### src/verilog/disp_map.svh
// Register offsets, field positions, reset values and timing counts of the display scanner
`ifndef DISP_MAP_SVH
`define DISP_MAP_SVH

// ----------------------------------------
// Register and display memory addresses
// ----------------------------------------
`define DISP_CTRL_ADDR 8'h28
`define DISP_MEM_FIRST 8'h40
`define DISP_MEM_LAST 8'h55
`define DISP_MEM_BYTES 22
`define DISP_BANK_ONE 8'h01

// ----------------------------------------
// Control register fields and reset value
// ----------------------------------------
`define DISP_GRID_SEL_LSB 0
`define DISP_UNUSED_BIT 3
`define DISP_ENABLE_BIT 4
`define DISP_DIM_LSB 5
`define DISP_CTRL_RESET 8'h07
`define DISP_CTRL_WMASK 8'hf7

// ----------------------------------------
// Timing counts
// ----------------------------------------
`define DISP_SLOT_LAST 4'hf
`define DISP_PRESCALE_LAST 2'h3
`define DISP_GRID_BASE 4'h3

`endif

### src/verilog/disp_pkg.sv
// Types shared by the display scanner and its clock divider
package disp_pkg;

  // ----------------------------------------
  // Control register layout, bit 7 first
  // ----------------------------------------
  typedef struct packed {
    logic [2:0] dimming_width_select;
    logic display_drive_enable;
    logic unused;
    logic [2:0] grid_segment_select;
  } display_control_s;

  // ----------------------------------------
  // Scan sequencer states
  // ----------------------------------------
  typedef enum logic [1:0] {
    scan_idle,
    scan_run,
    scan_halted
  } scan_e;

  typedef struct packed {
    display_control_s ctrl;
    scan_e state;
    logic [3:0] grid;
    logic [3:0] phase;
    logic [10:0] grid_drive;
    logic [15:0] seg_drive;
    logic [7:0] rdata;
  } scan_state_s;

  typedef struct packed {
    logic [1:0] prescale;
    logic rtc_prev;
    logic [6:0] count;
    logic tick;
  } div_state_s;

endpackage

### src/verilog/disp_clock_divider.sv
// Driver clock: source pick, fixed /4 prescale of the system clock, then 2^n divide
`timescale 1ns/1ps
`include "disp_map.svh"

module disp_clock_divider (
  input wire logic clock_in, // System clock
  input wire logic rst_n_in, // Synchronous reset, active low
  input wire logic src_rtc_in, // 1: real-time oscillator, 0: system clock / 4
  input wire logic rtc_osc_in, // Real-time oscillator level
  input wire logic [2:0] div_sel_in, // Divide by 2^div_sel_in
  input wire logic run_in, // Low holds the divider cleared
  output logic tick_out // One-cycle driver clock pulse
);

  disp_pkg::div_state_s st;
  disp_pkg::div_state_s next_st;
  logic src_pulse;
  logic [6:0] div_last;

  // ----------------------------------------
  // Source pulse and divide chain
  // ----------------------------------------
  // Cleared while stopped so a restarted scan gets a full first slot
  always_comb begin
    next_st = st;
    next_st.tick = 1'b0;
    next_st.rtc_prev = rtc_osc_in;
    next_st.prescale = run_in ? st.prescale + 2'h1 : 2'h0;
    div_last = 7'((8'h01 << div_sel_in) - 8'h01);
    if (src_rtc_in) begin
      src_pulse = rtc_osc_in && !st.rtc_prev;
    end else begin
      src_pulse = (st.prescale == `DISP_PRESCALE_LAST);
    end
    if (!run_in) begin
      next_st.count = 7'h00;
    end else if (src_pulse) begin
      if (st.count >= div_last) begin
        next_st.count = 7'h00;
        next_st.tick = 1'b1;
      end else begin
        next_st.count = st.count + 7'h01;
      end
    end
  end

  always_ff @(posedge clock_in) begin
    if (!rst_n_in) begin
      st <= '0;
    end else begin
      st <= next_st;
    end
  end

  assign tick_out = st.tick;

endmodule

### src/verilog/disp_grid_scan_control.sv
// Display grid and segment scanner with its control register and display memory
// What this block does
// - Select codes 000, 001, 010 give 4, 5, 6 grids with 16 segments.
// - Codes 011 to 111 give 7 to 11 grids, 15 down to 11 segments.
// - Control bit 3 has no function and always reads zero.
// - Control bit 4 set enables grid and segment driving; clear disables.
// - Dimming codes 000, 001, 010 give pulse widths 1/16, 2/16, 4/16.
// - Dimming codes 011 to 111 give widths 10/16 through 14/16.
// - Reset selects 11 grids, 11 segments, 1/16 width, display off.
// - Driver clock source is the real-time oscillator or system clock over 4.
// - An option divides that source by 2^0 up to 2^7.
// - An option decides whether driving continues while the device is halted.
// - Display bytes sit at 40H-55H, bank one, indirect access only.
// - Grid g uses bytes 40H+2g and next; low byte first, sixteen segments.
// - Memory is read continuously; a one lights a segment, zero darkens it.
`timescale 1ns/1ps
`include "disp_map.svh"

module disp_grid_scan_control (
  input wire logic clock_in, // System clock, 25 MHz
  input wire logic rst_n_in, // Synchronous reset, active low
  input wire logic wr_en_in, // Data memory write strobe
  input wire logic rd_en_in, // Data memory read strobe
  input wire logic [7:0] addr_in, // Data memory address
  input wire logic [7:0] wdata_in, // Write data
  input wire logic indirect_in, // Access made through the indirect pointer one
  input wire logic [7:0] bank_pointer_in, // Current bank pointer value
  input wire logic halt_in, // Device is halted
  input wire logic keep_on_halt_in, // Option: keep driving during halt
  input wire logic src_rtc_in, // Option: 1 oscillator, 0 system clock / 4
  input wire logic rtc_osc_in, // Real-time oscillator level
  input wire logic [2:0] div_sel_in, // Option: driver clock divide 2^n
  output logic [7:0] rdata_out, // Read data, one cycle after rd_en_in
  output logic [10:0] grid_out, // Grid drives, active high
  output logic [15:0] seg_out // Segment drives, active high
);

  disp_pkg::scan_state_s st;
  disp_pkg::scan_state_s next_st;
  logic [7:0] disp_mem [0:`DISP_MEM_BYTES-1];
  logic tick;
  logic mem_hit;
  logic [4:0] mem_idx;
  logic [4:0] grid_idx;
  logic [3:0] width;
  logic [3:0] last_grid;
  logic [15:0] seg_mask;
  logic stopped;
  logic lit;

  // ----------------------------------------
  // Driver clock
  // ----------------------------------------
  disp_clock_divider u_div (
    .clock_in(clock_in),
    .rst_n_in(rst_n_in),
    .src_rtc_in(src_rtc_in),
    .rtc_osc_in(rtc_osc_in),
    .div_sel_in(div_sel_in),
    .run_in(st.state == disp_pkg::scan_run),
    .tick_out(tick)
  );

  // ----------------------------------------
  // Address decode for display memory
  // ----------------------------------------
  // Bank zero or direct access at these addresses belongs to general RAM
  assign mem_hit = indirect_in && (bank_pointer_in == `DISP_BANK_ONE) &&
    (addr_in >= `DISP_MEM_FIRST) && (addr_in <= `DISP_MEM_LAST);
  assign mem_idx = 5'(addr_in - `DISP_MEM_FIRST);

  // Display memory writes
  always_ff @(posedge clock_in) begin
    if (wr_en_in && mem_hit) begin
      disp_mem[mem_idx] <= wdata_in;
    end
  end

  // ----------------------------------------
  // Mode decode
  // ----------------------------------------
  // Grid count, segment mask and dimming width from the control fields
  always_comb begin
    last_grid = `DISP_GRID_BASE + {1'b0, st.ctrl.grid_segment_select};
    case (st.ctrl.grid_segment_select)
      3'h3: seg_mask = 16'h7fff;
      3'h4: seg_mask = 16'h3fff;
      3'h5: seg_mask = 16'h1fff;
      3'h6: seg_mask = 16'h0fff;
      3'h7: seg_mask = 16'h07ff;
      default: seg_mask = 16'hffff;
    endcase
    case (st.ctrl.dimming_width_select)
      3'h0: width = 4'h1;
      3'h1: width = 4'h2;
      3'h2: width = 4'h4;
      3'h3: width = 4'ha;
      3'h4: width = 4'hb;
      3'h5: width = 4'hc;
      3'h6: width = 4'hd;
      default: width = 4'he;
    endcase
  end

  assign stopped = halt_in && !keep_on_halt_in;
  assign grid_idx = {st.grid, 1'b0};
  assign lit = (st.state == disp_pkg::scan_run) && st.ctrl.display_drive_enable && !stopped &&
    (st.phase < width);

  // ----------------------------------------
  // Register access and scan sequencer
  // ----------------------------------------
  always_comb begin
    next_st = st;
    // Register write; the unused bit is never stored
    if (wr_en_in && (addr_in == `DISP_CTRL_ADDR)) begin
      next_st.ctrl = disp_pkg::display_control_s'(wdata_in & `DISP_CTRL_WMASK);
    end
    // Reads answer the next cycle; other addresses read as zero here
    next_st.rdata = 8'h00;
    if (rd_en_in && (addr_in == `DISP_CTRL_ADDR)) begin
      next_st.rdata = st.ctrl & `DISP_CTRL_WMASK;
    end else if (rd_en_in && mem_hit) begin
      next_st.rdata = disp_mem[mem_idx];
    end
    // Sequencer
    case (st.state)
      disp_pkg::scan_idle: begin
        next_st.grid = 4'h0;
        next_st.phase = 4'h0;
        if (st.ctrl.display_drive_enable && !stopped) begin
          next_st.state = disp_pkg::scan_run;
        end
      end
      disp_pkg::scan_run: begin
        if (!st.ctrl.display_drive_enable) begin
          next_st.state = disp_pkg::scan_idle;
        end else if (stopped) begin
          next_st.state = disp_pkg::scan_halted;
        end else if (tick) begin
          next_st.phase = st.phase + 4'h1;
          if (st.phase == `DISP_SLOT_LAST) begin
            next_st.grid = (st.grid >= last_grid) ? 4'h0 : st.grid + 4'h1;
          end
        end
      end
      disp_pkg::scan_halted: begin
        // Position is kept so the scan resumes where it stopped
        if (!st.ctrl.display_drive_enable) begin
          next_st.state = disp_pkg::scan_idle;
        end else if (!stopped) begin
          next_st.state = disp_pkg::scan_run;
        end
      end
      default: begin
        next_st.state = disp_pkg::scan_idle;
      end
    endcase
    // Output drives: memory is sampled every cycle, so writes show at once
    next_st.grid_drive = 11'h000;
    next_st.seg_drive = 16'h0000;
    if (lit && (st.grid <= last_grid)) begin
      next_st.grid_drive = 11'(12'h001 << st.grid);
      next_st.seg_drive = {disp_mem[grid_idx + 5'h01], disp_mem[grid_idx]} & seg_mask;
    end
  end

  // State register
  always_ff @(posedge clock_in) begin
    if (!rst_n_in) begin
      st <= '0;
      st.ctrl <= disp_pkg::display_control_s'(`DISP_CTRL_RESET);
      st.state <= disp_pkg::scan_idle;
    end else begin
      st <= next_st;
    end
  end

  assign rdata_out = st.rdata;
  assign grid_out = st.grid_drive;
  assign seg_out = st.seg_drive;
endmodule

### config.mk
export PLATFORM = sky130hd
export DESIGN_NAME = disp_grid_scan_control
export DESIGN_NICKNAME = d
export VERILOG_FILES = /design/src/verilog/disp_pkg.sv /design/src/verilog/disp_clock_divider.sv /design/src/verilog/disp_grid_scan_control.sv
export VERILOG_INCLUDE_DIRS = /design/src /design/src/verilog
export SDC_FILE = /design/constraint.sdc
export NUM_CORES = 1
export LEC_CHECK = 0
export BUFFER_PORTS_ARGS = -buffer_cell sky130_fd_sc_hd__buf_2
export CAP_MARGIN = 10
export CORE_MARGIN = 2
export CORE_UTILIZATION = 55
export CTS_BUF_LIST = sky130_fd_sc_hd__clkbuf_4 sky130_fd_sc_hd__clkbuf_8
export DETAILED_ROUTE_END_ITERATION = 16
export GPL_TIMING_DRIVEN = 0
export PLACE_DENSITY = 0.8
export RECOVER_POWER = 25
export SLEW_MARGIN = 10
export SYNTH_ARGS = -nofsm -noshare
export SYNTH_HDL_FRONTEND = slang
export SYNTH_SLANG_ARGS = --single-unit
### constraint.sdc
create_clock -name clock_in -period 4.5 [get_ports clock_in]
set_clock_uncertainty 0.1 [all_clocks]
set_input_delay 0 -clock clock_in [delete_from_list [all_inputs] [get_ports clock_in]]
set_output_delay 0 -clock clock_in [all_outputs]
set_load 0.01 [all_outputs]
# [After elaboration in Yosys (flattened, before gate mapping)]
# Memory sizes are Yosys's and may differ from the RTL's. A register that Yosys moved wholly into a read port is not among the register bits.
# Index checks and enable logic that the tools add are counted.
[classes] reduce_logical=27 bitwise_logic=3 eq_ne=24 n_mux=23 addsub=8 magnitude_cmp=6 n_shift=2
[op_table] cell="$pmux 16 s5" n=1
[op_table] cell="$mux 8" n=5
[op_table] cell="$pmux 4 s7" n=1
[op_table] cell="$eq 3x3->1 const B" n=7
[op_table] cell="$and 16x16->16" n=1
[op_table] cell="$pmux 8 s2" n=1
[op_table] cell="$logic_and 1x1->1" n=14
[op_table] cell="$shl 1x4->11 const A" n=1
[op_table] cell="$mux 2" n=5
[op_table] cell="$mux 5" n=2
[op_table] cell="$ne 2x2->1 const B" n=5
[op_table] cell="$eq 3x2->1 const B" n=3
[op_table] cell="$add 4x1->4 const B" n=2
[op_table] cell="$eq 8x1->1 const B" n=1
[op_table] cell="$eq 8x6->1 const B" n=1
[op_table] cell="$ge 8x7->1 const B" n=1
[op_table] cell="$le 8x7->1 const B" n=1
[op_table] cell="$mux 4" n=2
[op_table] cell="$add 7x1->7 const B" n=1
[op_table] cell="$ge 7x7->1" n=1
[op_table] cell="$mux 7" n=1
[op_table] cell="$shl 1x3->7 const A" n=1
[op_table] cell="$sub 7x1->7 const B" n=1
[op_table] cell="$ne 3x3->1 const B" n=2
[op_table] cell="other kinds (23)" n=32
[word_totals] wordCells=108 output_inout_bits=35 regBits=63 memories=1 mem_bits_rw=176 in_bits=36
[memory_table] memory="disp_mem" depth=22 word_bits=8 read_ports=3 rd_clocked_by_memory_dff=1 wr=1 line="disp_grid_scan_control.sv:40" source="logic [7:0] disp_mem [0:`DISP_MEM_BYTES-1];"

# [Longest topological paths before layout]
# Gate-level depths: netlist of run 1.
[logic_depth] ltp_word=10 ltp_mapped=10 ltp_nobuf=9

# [Cells and area by module]
# From an unflattened synthesis of run 1, not the netlist that was laid out.
[unflattened] hier_cells=828 hier_area_um2=11695.0
[modules_own_cells] mod="disp_grid_scan_control" area_per_inst_um2=11028.1 seq_area_each_um2=6406.1 cells_per_inst=757 instances=1
[modules_own_cells] mod="disp_clock_divider" area_per_inst_um2=666.9 seq_area_each_um2=220.2 cells_per_inst=71 instances=1

# [Least setup slack after synthesis of run 1]
# No wires, ideal clock.
[synth_path] path_kind="register to register" startpoint="register st, in the netlist grid_idx[1]" endpoint="register st, in the netlist grid_out[4]" path_buffers=3 setup_ns=0.060 path_slack_ns=2.103 required_ns=4.340 synth_period_minus_slack_ns=2.397 path_stages_with_launch=9 arrival_ns=2.237 path_cell_list="dfxtp_1 -> buf_2 -> buf_2 -> inv_1 -> ha_1 -> nand4_1 -> a2111oi_2 -> clkbuf_1 -> and3_1"
[synth_between] elab_chain_cells=3 word_cells_on_any_way=4 classes_between="order compare: 1; shift: 1; reduce/logical: 2"
[synth_rtl] element="start, declared" line="disp_grid_scan_control.sv:38" source="disp_pkg::scan_state_s st;"
[synth_rtl] element="start signal, assigned" line="disp_grid_scan_control.sv:175" source="st <= next_st;"
[synth_rtl] element="$le 4x4->1" line="disp_grid_scan_control.sv:162" source="if (lit && (st.grid <= last_grid)) begin"
[synth_rtl] element="$logic_and 1x1->1" line="disp_grid_scan_control.sv:162"
[synth_rtl] element="$reduce_and 2->1 (no line)"
# Parallel ways exist; a longest one is shown, timed or not.
# A chain may end at the register's enable or synchronous reset.

# [Final worst setup path of run 1]
[layout_path] startpoint="register st, in the netlist grid_idx[1]" endpoint="register st, in the netlist seg_out[9]"
[layout_between] elab_chain_cells=3 word_cells_on_any_way=6 classes_between="add/sub: 1; order compare: 1; bitwise: 1; reduce/logical: 2; memory: 1"
[layout_rtl] element="$add 5x1->5 / $le 4x4->1 (equally long branches)" line="disp_grid_scan_control.sv:164, disp_grid_scan_control.sv:162"
[layout_rtl] element="$mem_v2 22x8 / $logic_and 1x1->1 (equally long branches)"
[layout_rtl] element="$and 16x16->16 / $reduce_and 2->1 (equally long branches)"
# Parallel ways exist; a longest one is shown, timed or not.

==> flow_summary.ini, run 1 <==
[synth]
avgSynthCellArea_um2 = 13.42
synth_seq_area_share_pct = 57.20
syn-cell-area_um2 = 11580
postSynth.asyncResetShare_pct = 0
synthDistinctLibCells = 61
synthCells = 863
synth_edf_count = 176
syn_nets = 923
ys_ff_latch = 243
synth_ff_type = edfxtp_1
ys_warn_count = 0

[worst_setup_path]
worstPathRequired_ps = 4800
critPathKind = register to register
cpMostUsedCell = buf_2
path_cells = buf_2 -> buf_2 -> inv_1 -> ha_1 -> nand4_1 -> a2111o_1 -> clkbuf_1 -> a211oi_1
r2r_start = grid_idx[1]$_SDFFE_PN0P_
end_kind = register
crit_arrival_ps = 3460
start_kind = register
crit_slowest_cell = a2111o_1
reg2reg_slack_ps = 1340
critPathLaunch = grid_idx[1]$_SDFFE_PN0P_
max_stage_delay_ps = 510
worstPathMaxFanout = 10

[cells_and_area]
n_antenna_cell = 0
final_cell_mix = 176 x edfxtp_1, 81 x buf_2, 78 x mux2i_1, 67 x dfxtp_1, 46 x clkbuf_8
area_delta_synth_final_pct = 14.69
fillerInstances = 1574
layout-drive-gt1-share_pct = 24.34
layout_commonest_cell = edfxtp_1
final_cell_count_no_fill = 1298
nets = 1059

[sta]
hold_slack_ps = 57.62
tns_ps = 0
fin_crit_ps = 3163
setup_viol = 0
fmax_ghz = 0.3162
tightest_slew_ps = 1306
period_share_pct = 70.28
finalHoldViolCount = 0
slew-limit-headroom_pct = 12.94
final_max_slew_viol_count = 0
rsz0062_at_grt = no

[cts]
clk_pin_slew_ps = 60
cts_sinks = 243
clk_path_buf_depth = 3
cts_resized = 0
clk_latency_ps = 540
root_buffer = clkbuf_8
cts_tree = built
htreeDepth = 2
numCtsBuffers = 40

[detailed_routing]
vias = 8185
drt-total-wl_mm = 31.33
drc = 0
ant_nets = 0
viasPerCell = 6.306
dr.pass1.iters = 7
routedWlPerCell_um = 24.13
drt_iter0_drc = 975

[die]
fp-row-count = 53
start_util_pct = 55.63
num_io_pins = 71
dieArea_um2 = 22240
die_h_um = 149.1
die_w_um = 149.1
coreArea_um2 = 20820

[min_path]
hp-start = div_sel_in[0]
min_path_type = input pin to register

[placement]
gp_congestion = 1.020
dpl.hpwl_mm = 21.89
place_inst = 1205
io_buffers = 67

[global_routing]
antenna_found_initial = 0
grt_use_total_pct = 28.16
grt_start_max_net_pins = 24
grt.overflow.total = 0
grt_pass1_vias = 7711
grt_first_pass_wirelength_mm = 45.63

[flow_run]
maxCapViolCount = 0

[power_and_ir_drop]
power_leakage_nw = 4.911
max-vdd-ir-drop_uv = 233.3
p_per_area_nw_per_um2 = 336.0

[outcome]
status = finished, final reports clean
-- synthesized netlist by cell type, drive strengths merged, types with 6 or more instances --
library cell  instances  share of area [%]
and2                 10               0.54
nand4                11               0.59
mux2i                78                6.7
nor2b                18               0.97
a22oi                17                1.1
inv                  10               0.32
edfxtp              176                 46
nand3                22               0.95
a21oi                25                1.1
o21ai                17               0.73
a211oi               26                1.7
a32oi                 6               0.45
mux2                 19                1.8
ha                   24                2.6
xnor2                 8               0.60
nor3b                 6               0.39
dfxtp                67                 12
nor3                  7               0.40
nand3b               11               0.71
and3                 13               0.70
clkbuf               28               0.91
nor2                 38                1.2
mux4                 39                7.6
nand2                45                1.5
a21o                  9               0.58
buf                  63                3.6
-- worst max-delay path, delay by kind of cell (launching register included) --
kind | cells | cell delay [ps]
adders and majority gates | 1 | 310
buffers and inverters | 4 | 1200
AOI/OAI and AO/OA | 2 | 890
and+or+nand+nor | 1 | 140
DFF | 1 | 360
-- sequential cells by signal, summed over array words and instances, names as in the netlist, named ones only --
signal	cells
grid_out	11
u_div.tick_out	1
grid_idx	4
seg_out	16
u_div.st	10
rdata_out	8
disp_mem	176
st	13
-- layout make-up --
cell class              count  area, um^2  area share, %
flip-flops and latches    243        6626          49.88
inverters                  10       37.54         0.2825
plain buffers              91       516.7          3.890
multi-input cells         519        4408          33.18
clock buffers              59       730.7          5.500
repair buffers             94       593.1          4.464
clock inverters             7       28.78         0.2166
well taps                 275       344.1          2.590
-- repair_timing --
| action | in CTS | in global routing |
|---|---|---|
| endpoints found under the hold margin | 203 | 0 |
| setup buffers | 0 | 0 |
| hold buffers | 26 | 0 |
-- metal layers --
metal | share of wire, % | GRT usage [%] | up-vias
met4 | 3.7 | 9.238 | 0
met2 | 45 | 44.38 | 569
met5 | 0 | 0 | -
li1 | - | - | 3586
met1 | 39 | 37.53 | 3927
met3 | 12 | 8.746 | 103
-- worst paths after layout --
check                                                  to  cells past startpoint
worst min register to register     u_div.st[9]$_SDFF_PN0_                      1
worst max register to register      seg_out[9]$_SDFF_PP0_                      8
worst min-delay path            u_div.tick_out$_SDFF_PN0_                      5
worst max-delay path                seg_out[9]$_SDFF_PP0_                      8
-- stage by stage --
stage	cell area (um^2)	total power, mW	util, %	setup slack (ps)
floorplan	11580	2.544	-	2103
finish	13290	4.464	63.80	1337
detailed placement	12260	2.632	58.89	1402
global route	13290	4.584	63.80	1164
global placement	12260	2.629	58.89	1421
CTS	13280	4.477	63.79	1389
-- where the power goes --
part	leakage, nW	internal [mW]	switching (mW)
clock network	0.406	1.03	0.830
logic	2.38	0.0737	0.133
registers	2.12	2.40	0.000262
-- cell families (layout without fill, tap and decap cells) --
group | after synthesis | count (layout) | synth area share [%]
flops | 243 | 243 | 57.20
simple gates | 214 | 214 | 10.46
compound gates | 136 | 136 | 8.112
mux | 136 | 136 | 16.17
buf+inv | 101 | 261 | 4.785
fa+ha+maj | 24 | 24 | 2.592
xor+xnor | 9 | 9 | 0.6805
(Power assumes the default switching activity.)
==> run 2, diff against run 1 <==
==> constraint.sdc (replaced) <==
create_clock -name clock_in -period 3.31 [get_ports clock_in]
set_clock_uncertainty 0.1 [all_clocks]
set_input_delay 0 -clock clock_in [delete_from_list [all_inputs] [get_ports clock_in]]
set_output_delay 0 -clock clock_in [all_outputs]
set_load 0.01 [all_outputs]
==> run 2 against run 1 <==
Against the previous run:
- combinational power is 36% higher
- global-route usage unchanged
- sequential power increased by 36%
- worst setup slack got worse by 1100 ps
- hold slack better by 2.6 ps
- wire length increased by 0.40%
- first-iteration DRC count increased by 2.4%
- core utilization barely moved
==> flow_summary.ini, run 2 (same netlist as run 1, synthesis figures left out) <==
[outcome]
status = finished, final reports clean

[sta]
fmax_ghz = 0.3223
fin_crit_ps = 3103
rsz0062_at_grt = no
tns_ps = 0
fin_ws_ps = 207.0
setup_viol = 0
final_max_slew_viol_count = 0
hold_slack_ps = 60.23
finalHoldViolCount = 0
slew-limit-headroom_pct = 10.94
period_share_pct = 93.74
tightest_slew_ps = 1336

[placement]
place_inst = 1205
gp_congestion = 1.020
io_buffers = 67
dpl.hpwl_mm = 21.89
pre_cts_slack_ps = 212.3

[die]
fp-row-count = 53
dieArea_um2 = 22240
coreArea_um2 = 20820
num_io_pins = 71
die_h_um = 149.1
die_w_um = 149.1
start_util_pct = 55.63

[worst_setup_path]
reg2reg_depth = 8
crit_arrival_ps = 3140
r2r_start = st[47]$_SDFFE_PN1P_
start_kind = input pin
critPathKind = input pin to register
reg2reg_slack_ps = 240
worstPathMaxFanout = 8
worstPathRequired_ps = 3350
end_kind = register
reg2reg_to = seg_out[9]$_SDFF_PP0_

[cells_and_area]
seq_area_um2 = 6626
layout_commonest_cell = edfxtp_1
multiInputGateArea_um2 = 4408
area_delta_synth_final_pct = 14.71
layout-drive-gt1-share_pct = 24.34
final_cell_count_no_fill = 1298
nets = 1059
fillerInstances = 1574
n_antenna_cell = 0
regMostFlops = disp_mem
largest_reg_flops = 176
final_cell_mix = 176 x edfxtp_1, 80 x buf_2, 78 x mux2i_1, 67 x dfxtp_1, 46 x clkbuf_8

[detailed_routing]
routedWlPerCell_um = 24.23
viasPerCell = 6.377
ant_nets = 0
drt_iter0_drc = 998
drt-total-wl_mm = 31.45
drc = 0
dr.pass1.iters = 8
vias = 8277

[power_and_ir_drop]
finalPower_mw = 6.069
power_leakage_nw = 4.910
max-vdd-ir-drop_uv = 317.2
p_per_area_nw_per_um2 = 456.7

[flow_run]
maxCapViolCount = 0

[cts]
cts_tree = built
cts_sinks = 243
numCtsBuffers = 40
clk_pin_slew_ps = 60
clk_latency_ps = 530
clk_path_buf_depth = 3
root_buffer = clkbuf_8
htreeDepth = 2

[global_routing]
grt_use_total_pct = 28.16
antenna_found_initial = 0
grt_first_pass_wirelength_mm = 45.63
grt_pass1_vias = 7711
grt_start_max_net_pins = 24
grt.overflow.total = 0

[min_path]
min_path_type = input pin to register
holdPathEnd = u_div.tick_out$_SDFF_PN0_
hp-start = div_sel_in[0]
hold_depth = 5
-- run 2: changes by cell type in the layout (fill, tap and decap cells not counted) --
cell and change:
buf_2 -1, clkbuf_4 +1
-- run 2: what timing repair did --
| item | in CTS | in global routing |
|---|---|---|
| setup buffers | 0 | 0 |
| resized for setup | 0 | 1 |
| endpoints found under the hold margin | 203 | 0 |
| setup endpoints to repair | 0 | 1 |
| hold buffers | 26 | 0 |
-- run 2: metrics by stage --
step | instance area (um^2) | util (%)
floorplan | 11580 | -
global placement | 12260 | 58.89
detailed placement | 12260 | 58.89
CTS | 13280 | 63.79
global route | 13290 | 63.81
finish | 13290 | 63.81
-- run 2: per-layer routing --
metal	up-vias	track usage, %	part of all wire (%)
met4	0	9.238	3.7
met1	4016	37.53	39
met3	95	8.746	12
met2	579	44.38	45
li1	3587	-	-
met5	-	0	0
-- run 2: layout make-up --
class,count,area share [%]
sequential,243,49.87
multi-input combinational,519,33.17
clock buffer,59,5.499
timing repair buffer,94,4.463
buffer,91,3.908
tap,275,2.589
inverter,10,0.2825
clock inverter,7,0.2166
-- run 2: worst max path at each step --
stage,start,to,depth (start not counted)
after floorplan,grid_idx[1]$_SDFFE_PN0P_,grid_out[4]$_SDFF_PP0_,8
after global placement,grid_idx[1]$_SDFFE_PN0P_,seg_out[0]$_SDFF_PP0_,8
after detailed placement,grid_idx[1]$_SDFFE_PN0P_,seg_out[9]$_SDFF_PP0_,8
after CTS,grid_idx[1]$_SDFFE_PN0P_,seg_out[9]$_SDFF_PP0_,8
after global routing,st[47]$_SDFFE_PN1P_,seg_out[9]$_SDFF_PP0_,8
final,addr_in[6],disp_mem[17][3]$_DFFE_PP_,7
-- run 2: power by group --
| group | switching (mW) | total [mW] | internal (mW) |
|---|---|---|---|
| Sequential | 0.000355 | 3.26 | 3.26 |
| Combinational | 0.182 | 0.282 | 0.100 |
| Clock | 1.13 | 2.53 | 1.40 |
| Total | 1.31 | 6.07 | 4.76 |
-- run 2: critical path, cell delays in order --
cell and delay [ps]:
dlygate4sd3_1 530, buf_2 190, nor4bb_1 240, o2111ai_1 310
nor2_1 480, nand3_1 300, nor3b_1 1090
==> run 3, diff against run 2 <==
--- a/config.mk
+++ b/config.mk
@@ -8,9 +8,9 @@
 export LEC_CHECK = 0
 export BUFFER_PORTS_ARGS = -buffer_cell sky130_fd_sc_hd__buf_2
 export CAP_MARGIN = 10
+export CORE_ASPECT_RATIO = 0.6
 export CORE_MARGIN = 2
 export CORE_UTILIZATION = 55
-export CTS_BUF_LIST = sky130_fd_sc_hd__clkbuf_4 sky130_fd_sc_hd__clkbuf_8
 export DETAILED_ROUTE_END_ITERATION = 16
 export GPL_TIMING_DRIVEN = 0
 export PLACE_DENSITY = 0.8
==> run 3 against run 2 <==
Against the previous run:
- sequential share of layout area up 0.18 points
- total power up 2.5%
- core utilization down 0.24 points
- maximum frequency about the same
- count of clock-buffer cells in the layout down 27
- highest routed layer is now met5
==> flow_summary.ini, run 3 (same netlist as run 1, synthesis figures left out) <==
[outcome]
status = finished, final reports clean

[cells_and_area]
final_cell_mix = 176 x edfxtp_1, 80 x buf_2, 78 x mux2i_1, 67 x dfxtp_1, 45 x nand2_1
nets = 1036
n_antenna_cell = 0
layout-drive-gt1-share_pct = 22.56
layout_commonest_cell = edfxtp_1
fillerInstances = 1592
regMostFlops = disp_mem
final_cell_count_no_fill = 1272
area_delta_synth_final_pct = 14.30
seq_area_um2 = 6626
multiInputGateArea_um2 = 4418
largest_reg_flops = 176

[power_and_ir_drop]
power_leakage_nw = 4.857
max-vdd-ir-drop_uv = 319.9
p_per_area_nw_per_um2 = 470.0

[cts]
clk_latency_ps = 530
numCtsBuffers = 23
clk_pin_slew_ps = 70
cts_sinks = 243
root_buffer = clkbuf_16
htreeDepth = 1
clk_path_buf_depth = 3
cts_tree = built

[placement]
place_inst = 1209
dpl.hpwl_mm = 24.33
gp_congestion = 1.065
io_buffers = 67

[detailed_routing]
routedWlPerCell_um = 26.29
drt_iter0_drc = 1230
top_layer = met5
wl_met3_mm = 5.134
wl_met1_mm = 14.50
met2WireLength_mm = 13.18
drc = 0
ant_nets = 0
vias = 8129
drt-total-wl_mm = 33.44
viasPerCell = 6.391
dr.pass1.iters = 6

[worst_setup_path]
worstPathMaxFanout = 10
critPathLaunch = grid_idx[1]$_SDFFE_PN0P_
r2r_start = grid_idx[1]$_SDFFE_PN0P_
critPathKind = register to register
worstPathRequired_ps = 3610
end_kind = register
start_kind = register
crit_arrival_ps = 3400
reg2reg_depth = 8
reg2reg_to = seg_out[1]$_SDFF_PP0_
endpoint = seg_out[1]$_SDFF_PP0_
reg2reg_slack_ps = 210

[die]
coreArea_um2 = 20830
num_io_pins = 71
dieArea_um2 = 22280
fp-row-count = 41
start_util_pct = 55.62
die_w_um = 191.4
die_h_um = 116.4

[sta]
fmax_ghz = 0.3225
setup_viol = 0
period_share_pct = 93.68
rsz0062_at_grt = no
tightest_slew_ps = 1386
tns_ps = 0
hold_slack_ps = 24.79
fin_crit_ps = 3101
slew-limit-headroom_pct = 7.617
finalHoldViolCount = 0
final_max_slew_viol_count = 0

[min_path]
hold_depth = 4
hp-start = addr_in[0]
min_path_type = input pin to register

[global_routing]
grt.overflow.total = 0
antenna_found_initial = 0
grt_first_pass_wirelength_mm = 48.36
grt_pass1_vias = 7509
grt_use_total_pct = 30.43
grt_start_max_net_pins = 24

[flow_run]
maxCapViolCount = 0
==> run 3: changes by cell type in the layout (fill, tap and decap cells not counted), moves of 2 or more <==
cell           previous run  this run
clkbuf_1                 34        39
clkinv_1                  5         2
nor3b_2                   0         2
dlygate4sd3_1            26        21
clkbuf_8                 46         2
clkinv_2                  2         5
nor3b_1                   6         4
clkbuf_16                 0        25
clkbuf_4                 14         1
==> run 3: through the flow <==
stage | setup slack [ps] | util [%] | area (um^2) | total power, mW
after floorplan | 912.7 | - | 11580 | 3.458
after global placement | 206.0 | 58.90 | 12270 | 3.581
after detailed placement | 165.1 | 58.90 | 12270 | 3.585
after CTS | 138.7 | 63.52 | 13230 | 6.211
after global routing | 25.35 | 63.57 | 13240 | 6.349
final | 209.2 | 63.57 | 13240 | 6.223
==> run 3: cell type report <==
type	count	area share (%)
Sequential cell	243	50.05
Timing Repair Buffer	88	4.064
Clock inverter	10	0.6048
Clock buffer	32	5.075
Inverter	10	0.2835
Buffer	91	3.922
Multi-Input combinational cell	519	33.37
Tap cell	279	2.637
==> run 3: critical path, stage by stage, from the launching register on <==
cell      delay (ps)
dfxtp_1          380
buf_2            350
clkbuf_4         360
inv_1            140
ha_1             320
nand4_1          150
a2111o_1         510
clkbuf_1         310
a211oi_1         360
==> run 3: where the power goes <==
group          switching, mW  internal, mW  total, mW
clock                   1.17          1.50       2.67
combinational          0.193        0.0985      0.292
sequential          0.000428          3.26       3.26
==> run 3: worst min-delay path by stage <==
| stage | end | slack [ps] |
|---|---|---|
| after floorplan | disp_mem[0][0]$_DFFE_PP_ | -1 |
| after global routing | rdata_out[2]$_SDFF_PN0_ | 20 |
| after detailed placement | u_div.st[8]$_SDFF_PN0_ | 130 |
| final | rdata_out[6]$_SDFF_PN0_ | 20 |
| after global placement | u_div.st[8]$_SDFF_PN0_ | 130 |
| after CTS | rdata_out[6]$_SDFF_PN0_ | 5 |
==> run 3: what timing repair did <==
item,CTS,global route
buffers inserted,0,0
gates resized for setup,0,2
setup endpoints to repair,0,3
endpoints found under the hold margin,201,0
hold buffers,21,0
==> run 3: metal layers <==
metal,vias up,global-route usage (%)
met3,56,14.12
met2,491,40.07
met1,4046,46.13
met5,-,0
met4,2,5.128
li1,3534,-
